--- src/design/ident_consts.svh ---
`ifndef IDENT_CONSTS_SVH
`define IDENT_CONSTS_SVH

// register byte offsets
`define OFS_IRQ_CLEAR    12'h020
`define OFS_IRQ_STATUS   12'h024
`define OFS_IRQ_MASK     12'h028
`define OFS_IDENT4       12'hfd0
`define OFS_IDENT5       12'hfd4
`define OFS_IDENT6       12'hfd8
`define OFS_IDENT7       12'hfdc
`define OFS_IDENT0       12'hfe0
`define OFS_IDENT1       12'hfe4
`define OFS_IDENT2       12'hfe8
`define OFS_IDENT3       12'hfec
`define OFS_CELL0        12'hff0
`define OFS_CELL1        12'hff4

// field positions
`define BIT_RX_OVERRUN   0
`define BIT_RX_TIMEOUT   1
`define IRQ_BITS         2

// reset values
`define RST_IRQ          2'h0
`define RST_MASK         2'h0

// identity bytes, values arbitrary
`define IDENT_BYTE0      8'h5a
`define IDENT_BYTE1      8'h3c
`define IDENT_BYTE2      8'h27
`define IDENT_BYTE3      8'h04
`define IDENT_BYTE4      8'h11
`define IDENT_BYTE5      8'h62
`define IDENT_BYTE6      8'h73
`define IDENT_BYTE7      8'h48
`define CELL_BYTE0       8'h9e
`define CELL_BYTE1       8'h6b

`endif

--- src/design/ident_pkg.sv ---
`default_nettype none
package ident_pkg;
  typedef enum logic [0:0] {
    APB_IDLE   = 1'b0,
    APB_ACCESS = 1'b1
  } apb_phase_t;
  typedef logic [7:0] ident_byte_t;
endpackage
`default_nettype wire

--- src/design/ident_rom.sv ---
`default_nettype none
`include "ident_consts.svh"
module ident_rom (
  input  wire logic [11:0] addr,
  output logic             hit,
  output logic [7:0]       data
);
  // hard-wired, no storage: contents equal reset values
  always_comb begin
    hit  = 1'b1;
    data = 8'h00;
    case (addr)
      `OFS_IDENT4: data = `IDENT_BYTE4;
      `OFS_IDENT5: data = `IDENT_BYTE5;
      `OFS_IDENT6: data = `IDENT_BYTE6;
      `OFS_IDENT7: data = `IDENT_BYTE7;
      `OFS_IDENT0: data = `IDENT_BYTE0;
      `OFS_IDENT1: data = `IDENT_BYTE1;
      `OFS_IDENT2: data = `IDENT_BYTE2;
      `OFS_IDENT3: data = `IDENT_BYTE3;
      `OFS_CELL0:  data = `CELL_BYTE0;
      `OFS_CELL1:  data = `CELL_BYTE1;
      default:     hit  = 1'b0;
    endcase
  end
endmodule
`default_nettype wire

--- src/design/serial_port_ident_and_irq_clear.sv ---
// Behaviour
// - writing 1 to a clear bit clears the rx time-out or rx overrun interrupt, 0 leaves it.
// - peripheral identity registers are read-only, byte in 7:0, bits 31:8 zero.
// - cell identity registers are hard-wired and read-only.
// - identity bytes four to seven sit at 0xfd0 to 0xfdc.
// - identity bytes zero to three sit at 0xfe0 to 0xfec.
// - cell identity bytes zero and one sit at 0xff0 and 0xff4.
// - the interrupt clear register sits at 0x020.
//
// Chosen here: the APB slave port.
`default_nettype none
`include "ident_consts.svh"
module serial_port_ident_and_irq_clear (
  input  wire logic        clk,
  input  wire logic        srst,
  input  wire logic        psel,
  input  wire logic        penable,
  input  wire logic        pwrite,
  input  wire logic [11:0] paddr,
  input  wire logic [31:0] pwdata,
  output logic             pready,
  output logic [31:0]      prdata,
  output logic             pslverr,
  input  wire logic        rx_timeout_event,
  input  wire logic        rx_overrun_event,
  output logic             rx_timeout_flag,
  output logic             rx_overrun_flag,
  output logic             irq
);
  ////////////////////////////////////////////////////////////////////
  // bus phase: no wait states, answer registered so outputs come from flops
  ident_pkg::apb_phase_t phase_q;
  logic                  setup;
  logic                  wr_clear;
  logic                  wr_mask;
  logic                  rom_hit;
  logic [7:0]            rom_data;
  logic [1:0]            flags;
  logic [1:0]            mask_q;
  logic [1:0]            clr;
  logic [31:0]           rdata_d;
  logic                  known;
  logic                  access_done;

  assign setup = psel && !penable;
  // writes land only at the completing edge of the access phase
  assign access_done = psel && penable && (phase_q == ident_pkg::APB_ACCESS);

  always_ff @(posedge clk) begin
    if (srst) begin
      phase_q <= ident_pkg::APB_IDLE;
    end else begin
      case (phase_q)
        ident_pkg::APB_IDLE:   phase_q <= setup ? ident_pkg::APB_ACCESS : ident_pkg::APB_IDLE;
        ident_pkg::APB_ACCESS: phase_q <= ident_pkg::APB_IDLE;
        default:               phase_q <= ident_pkg::APB_IDLE;
      endcase
    end
  end

  ////////////////////////////////////////////////////////////////////
  // register decode; writes take effect at the completing edge
  ident_rom u_rom (
    .addr (paddr),
    .hit  (rom_hit),
    .data (rom_data)
  );

  assign wr_clear = access_done && pwrite && (paddr == `OFS_IRQ_CLEAR);
  assign wr_mask  = access_done && pwrite && (paddr == `OFS_IRQ_MASK);
  assign clr      = wr_clear ? pwdata[1:0] : 2'h0;

  always_comb begin
    known   = 1'b1;
    rdata_d = 32'h0000_0000;
    if (rom_hit) begin
      rdata_d = {24'h00_0000, rom_data};
    end else if (paddr == `OFS_IRQ_STATUS) begin
      rdata_d = {30'h0000_0000, flags};
    end else if (paddr == `OFS_IRQ_MASK) begin
      rdata_d = {30'h0000_0000, mask_q};
    end else if (paddr == `OFS_IRQ_CLEAR) begin
      rdata_d = 32'h0000_0000; // write-only, reads zero
    end else begin
      known = 1'b0;
    end
  end

  // identity writes fall through: nothing stores them
  always_ff @(posedge clk) begin
    if (srst) begin
      pready  <= 1'b0;
      prdata  <= 32'h0000_0000;
      pslverr <= 1'b0;
    end else begin
      pready  <= setup;
      pslverr <= setup && !known;
      if (setup && !pwrite) begin
        prdata <= rdata_d;
      end
    end
  end

  always_ff @(posedge clk) begin
    if (srst) begin
      mask_q <= `RST_MASK;
    end else if (wr_mask) begin
      mask_q <= pwdata[1:0];
    end
  end

  ////////////////////////////////////////////////////////////////////
  // interrupt flags, one sticky cell each
  sticky_flag u_overrun (
    .clk         (clk),
    .srst        (srst),
    .set_pulse   (rx_overrun_event),
    .clear_pulse (clr[`BIT_RX_OVERRUN]),
    .flag_q      (flags[`BIT_RX_OVERRUN])
  );

  sticky_flag u_timeout (
    .clk         (clk),
    .srst        (srst),
    .set_pulse   (rx_timeout_event),
    .clear_pulse (clr[`BIT_RX_TIMEOUT]),
    .flag_q      (flags[`BIT_RX_TIMEOUT])
  );

  assign rx_overrun_flag = flags[`BIT_RX_OVERRUN];
  assign rx_timeout_flag = flags[`BIT_RX_TIMEOUT];

  // irq lags flags by one cycle so it comes from a flop
  always_ff @(posedge clk) begin
    if (srst) begin
      irq <= 1'b0;
    end else begin
      irq <= |(flags & mask_q);
    end
  end
endmodule
`default_nettype wire

--- src/design/sticky_flag.sv ---
`default_nettype none
module sticky_flag (
  input  wire logic clk,
  input  wire logic srst,
  input  wire logic set_pulse,
  input  wire logic clear_pulse,
  output logic      flag_q
);
  // set wins over a clear in the same cycle so no event is lost
  always_ff @(posedge clk) begin
    if (srst) begin
      flag_q <= 1'b0;
    end else if (set_pulse) begin
      flag_q <= 1'b1;
    end else if (clear_pulse) begin
      flag_q <= 1'b0;
    end
  end
endmodule
`default_nettype wire
--- config.mk ---
export PLATFORM = sky130hd
export DESIGN_NAME = serial_port_ident_and_irq_clear
export DESIGN_NICKNAME = d
export VERILOG_FILES = /design/src/design/ident_pkg.sv /design/src/design/ident_rom.sv /design/src/design/serial_port_ident_and_irq_clear.sv /design/src/design/sticky_flag.sv
export VERILOG_INCLUDE_DIRS = /design/src /design/src/design
export SDC_FILE = /design/constraint.sdc
export NUM_CORES = 1
export LEC_CHECK = 0
export BUFFER_PORTS_ARGS = -buffer_cell sky130_fd_sc_hd__buf_2
export CORE_UTILIZATION = 36
export CTS_CLUSTER_DIAMETER = 60
export DETAILED_ROUTE_END_ITERATION = 6
export PLACE_DENSITY = 0.79
export SLEW_MARGIN = 5
export SYNTH_ARGS = -nofsm -noshare
export SYNTH_HDL_FRONTEND = slang
export SYNTH_HIERARCHICAL = 1
export SYNTH_SLANG_ARGS = --single-unit
export TNS_END_PERCENT = 50
--- constraint.sdc ---
create_clock -name clk -period 1.6 [get_ports clk]
set_clock_uncertainty 0.2 [all_clocks]
set_input_delay 0.08 -clock clk [delete_from_list [all_inputs] [get_ports clk]]
set_output_delay 0.08 -clock clk [all_outputs]
set_load 0.02 [all_outputs]
After elaboration in Yosys (flattened, before gate mapping)
Index checks and enable logic that the tools add are counted.
- flip-flop bits (word level): 40
- bits of input ports: 51
- output and inout bits: 37
- equal/unequal tests: 13
- muxes and demuxes: 16
- bitwise logic cells: 2
- reductions and logical operators: 15
- operator list (operator ; number):
    $eq A12 B12 Y1 const B ; 10
    $pmux W8 S10 ; 1
    $eq A12 B6 Y1 const B ; 3
    $mux W1 ; 10
    $reduce_or A10 Y1 ; 1
    $logic_and A1 B1 Y1 ; 8
    $mux W8 ; 1
    $mux W2 ; 3
    $reduce_bool A2 Y1 ; 2
    $logic_not A1 Y1 ; 3
    $and A2 B2 Y2 ; 1
    $pmux W1 S2 ; 1
    $reduce_or A2 Y1 ; 1
    $not A1 Y1 ; 1

Depth between registers and ports, before layout
- depth after elaboration: 7
- mapped depth: 8
- depth with buffers taken out: 6

By module
The synthesis kept the hierarchy.
- by module, submodules not included (module ; instances ; cells each ; area an instance (um^2)):
    serial_port_ident_and_irq_clear ; 1 ; 100 ; 859.6
    ident_rom ; 1 ; 38 ; 214.0
    sticky_flag ; 2 ; 4 ; 38.8

Worst setup path before layout
OpenSTA, ideal clock, no wires.
- kind: input-to-reg
- start point: in paddr[11]
- end point: reg prdata[1]
- library setup time: 0.069 ns
- data arrival time: 1.448 ns
- data required time: 1.331 ns
- setup slack: -0.117 ns
- cell stages on the path: 8
- buffers on the path: 2
- path through: nand4_1 > or4_1 > buf_2 > nor3_1 > buf_2 > and2_2 > a32oi_1 > o21ai_1
- word-level cells in the longest chain between the ends: 4
- elaborated cells between the ends (all ways): 18
- those cells by class: eq/ne (12); mux (5); reduce/logical (1)
- RTL lines (what ; line ; source):
    start, declared ; serial_port_ident_and_irq_clear.sv:19 ; input wire logic [11:0] paddr,
    $eq A12 B12 Y1 ; ident_rom.sv:12 ; case (addr)
    $reduce_or A10 Y1 (no line) * ; n/a ;
    $mux W1 * ; ident_rom.sv:12 ;
    named net rom_hit ; serial_port_ident_and_irq_clear.sv:36 ; logic rom_hit;
    $mux W8 * ; serial_port_ident_and_irq_clear.sv:76 ; if (rom_hit) begin
    end signal, assigned ; serial_port_ident_and_irq_clear.sv:99 ; prdata <= rdata_d;
    end, declared ; serial_port_ident_and_irq_clear.sv:22 ; output logic [31:0] prdata,
The timed path passes the listed nets; every way through them passes the cells marked *.
A chain may end at the register's enable or synchronous reset.

Final worst setup path
- start point: in penable
- end point: reg prdata[0]
- word-level cells in the longest chain between the ends: 3
- RTL lines (what ; line ; source):
    start, declared ; serial_port_ident_and_irq_clear.sv:17 ; input wire logic penable,
    $logic_not A1 Y1 ; serial_port_ident_and_irq_clear.sv:45 ; assign setup = psel && !penable;
    $logic_and A1 B1 Y1 ; serial_port_ident_and_irq_clear.sv:45 ;
    $logic_and A1 B1 Y1 ; serial_port_ident_and_irq_clear.sv:98 ; if (setup && !pwrite) begin
No other way between the ends.

==> run metrics <==
status complete, no violations; cell taking the most area after synthesis dfxtp_1; GRT Util Overall 16.8%; Vias/cell 4.75; initial core utilization 37.7%; design area 1510 µm²; Final Util 49.3%; mapped cell area 1150 µm²; worst-case reg-to-reg path depth 5; max-slew violation count 0; LEAKAGE 0.678 nW; yosys warns 6; startpoint types input port; CTS tree yes; total power 893 µW; CP Class in -> reg; share of layout cells above drive strength 1 32.5%; antenna violations before repair 0; Power Internal 625 µW; Worst Path Arrival 1.60 ns; Area Overhead vs Synth 30.8%; sequential power share 45.8%; DP Area 1370 µm²; R2R Setup Slk 0.13 ns; Clk network pwr share 29.7%; RR Endpoint u_timeout/flag_q$_SDFFE_PP0P_; peak supply drop 0.445 mV; Max Clk Rate 638 MHz; synth top area cells dfxtp_1 28%, buf_4 16%, a21oi_1 5.2%, nand2_1 4.6%, nand3_1 3.0%; metal3 WL 185 µm; synthesized flop and latch total 16; Tmin final 1.57 ns; vias in the first global route 1,075; reg2reg start phase_q$_SDFF_PP0_; Avg Cell Area, Syn 7.88 µm²; # diodes 0; Die Span X 58.5 µm; routed wl met2 1.36 mm; crit path max fanout 5; Die Y 58.5 µm; RSZ-0062 raised after global routing yes; WHS Path Cells 4; largest net degree at the start of global routing 18; uppermost layer routed met3; Async S/R FF share, synth 0%; critical path's slowest cell dlygate4sd3_1; core footprint 3050 µm²; post-DP HPWL 2.09 mm; CTS buffer count 3; WHS 0.0330 ns; Die ar. 3430 µm²; met1 wire length 1.11 mm; CTS root buffer clkbuf_4; port buffer count 33; max-cap viol count 0; Min-Delay Path Class in -> reg; CTS max path bufs 2; period utilisation layout 98.0%; Clk pin slew, worst setup/hold paths 0.09 ns; via count 1,160; library cells used by synthesis 41; most frequent cell after synthesis buf_4; Seq/Total Area, Yosys 27.8%; first-pass GRT wire length 4.45 mm; Mapped Cells 146; Fin. Hold Viols 0; Clock Sinks 16; sw power 269 µW; H-tree levels 1; number of synthesized flops with an enable pin 0; Avg WL per Cell 10.9 µm; share of the synthesized area in the top cell type 27.8%; crit-path cells buf_2, dlygate4sd3_1, or3b_4, a2111o_1, o21ai_1; row cnt 20; nets@finish 252; gp weighted congestion 0.790; DRC 0; Min-Delay Endpoint prdata[0]$_SDFFE_PP0P_; crit path capture type flop; final antenna-violating net count 0; Clock Latency Late Sink 0.28 ns; Post-synth top cells 24 x buf_4, 16 x dfxtp_1, 14 x nand2_1; WP data required 1.63 ns; Pwr Density 593 nW/µm²; WL final 2.66 mm; sw frac 30.1%; Comb pwr share 24.5%; Ports 88; GRT overflow 0; Starting DRT DRC Count 43; drt pass-1 iters 4; hold_sp penable; CP max stage delay 0.56 ns; # setup viols final 0; worst slack after detailed placement -0.195 ns; Synth Flop Type dfxtp_1; Final WS setup 0.0318 ns
[power by group through the flow]
stage | registers, mW | clock network (mW) | logic [mW]
2_1_floorplan | 0.425 | 0 | 0.161
3_3_place_gp | 0.418 | 0 | 0.195
3_5_place_dp | 0.418 | 0 | 0.198
4_1_cts | 0.409 | 0.276 | 0.213
5_1_grt | 0.410 | 0.297 | 0.238
6_report | 0.409 | 0.265 | 0.219
[layout by cell type (no fill, tap or decap), types with 2 or more instances in the layout]
master,instances
nand3b_1,4
a2111o_1,2
nor3b_1,2
mux2i_1,2
inv_1,6
nand2_1,14
buf_2,33
and4_1,3
dlygate4sd3_1,8
nand3_1,7
o21ai_1,2
clkbuf_4,3
nor4b_1,3
nand4_1,3
nor2_1,6
a21oi_1,12
a32oi_1,2
nor4_1,2
nand2b_1,3
dfxtp_1,16
a21oi_2,2
conb_1,24
buf_4,18
nor3_1,4
[logic make-up after synthesis]
kind of cell              share of synthesized area [%]
buffers and inverters                              21.7
muxes                                              1.74
AOI/OAI and AO/OA                                  16.3
DFF                                                27.8
other                                             0.326
xor gates and xnor gates                          0.761
and+or+nand+nor                                    31.3
[worst max-delay path, delay by kind of cell]
family / cells / cell delay [ns]
compound gates: 2 / 0.41
buf+inv: 2 / 0.68
simple gates: 1 / 0.42
[timing repair]
| action | 4_1_cts | 5_1_grt |
|---|---|---|
| hold endpoints to repair | 16 | 0 |
| gates resized for setup | 0 | 3 |
| buffers inserted | 0 | 0 |
| hold buffers | 8 | 0 |
| setup endpoints to repair | 0 | 5 |
[sequential cells by signal, summed over array words and instances, names as in the netlist]
name	cells
pready	1
u_overrun/flag_q	1
mask_q	2
irq	1
u_timeout/flag_q	1
pslverr	1
prdata	8
phase_q	1
[through the flow]
| step | cells | TNS, ns |
|---|---|---|
| after floorplan | 169 | 0 |
| after global placement | 232 | -1.24 |
| after detailed placement | 232 | -1.74 |
| after CTS | 244 | 0 |
| after global routing | 244 | -0.0125 |
| final | 244 | 0 |
[routing by layer]
layer / up-vias / global-route usage [%]
met3: 0 / 4.84
met4: 0 / 3.06
met2: 42 / 30.5
met5: - / 0
li1: 583 / -
met1: 535 / 19.8
[cell type report]
type / instances / area (µm²)
flip-flops and latches: 16 / 320
fillers: 332 / 1550
inverters: 6 / 22.5
well taps: 44 / 55.1
repair buffers: 59 / 380
clock buffers: 4 / 36.3
multi-input cells: 115 / 691
[how the worst max path moves through the flow]
stage                  startpoint                            end  depth (start not counted)
6_report                  penable         prdata[0]$_SDFFE_PP0P_                          5
5_1_grt        phase_q$_SDFF_PP0_  u_overrun/flag_q$_SDFFE_PP0P_                          5
4_1_cts                   penable         prdata[0]$_SDFFE_PP0P_                          5
3_5_place_dp            paddr[10]         prdata[3]$_SDFFE_PP0P_                          7
3_3_place_gp            paddr[11]         prdata[5]$_SDFFE_PP0P_                          6
2_1_floorplan           paddr[11]         prdata[5]$_SDFFE_PP0P_                          6
No activity file was read; power rests on OpenSTA's default activity.
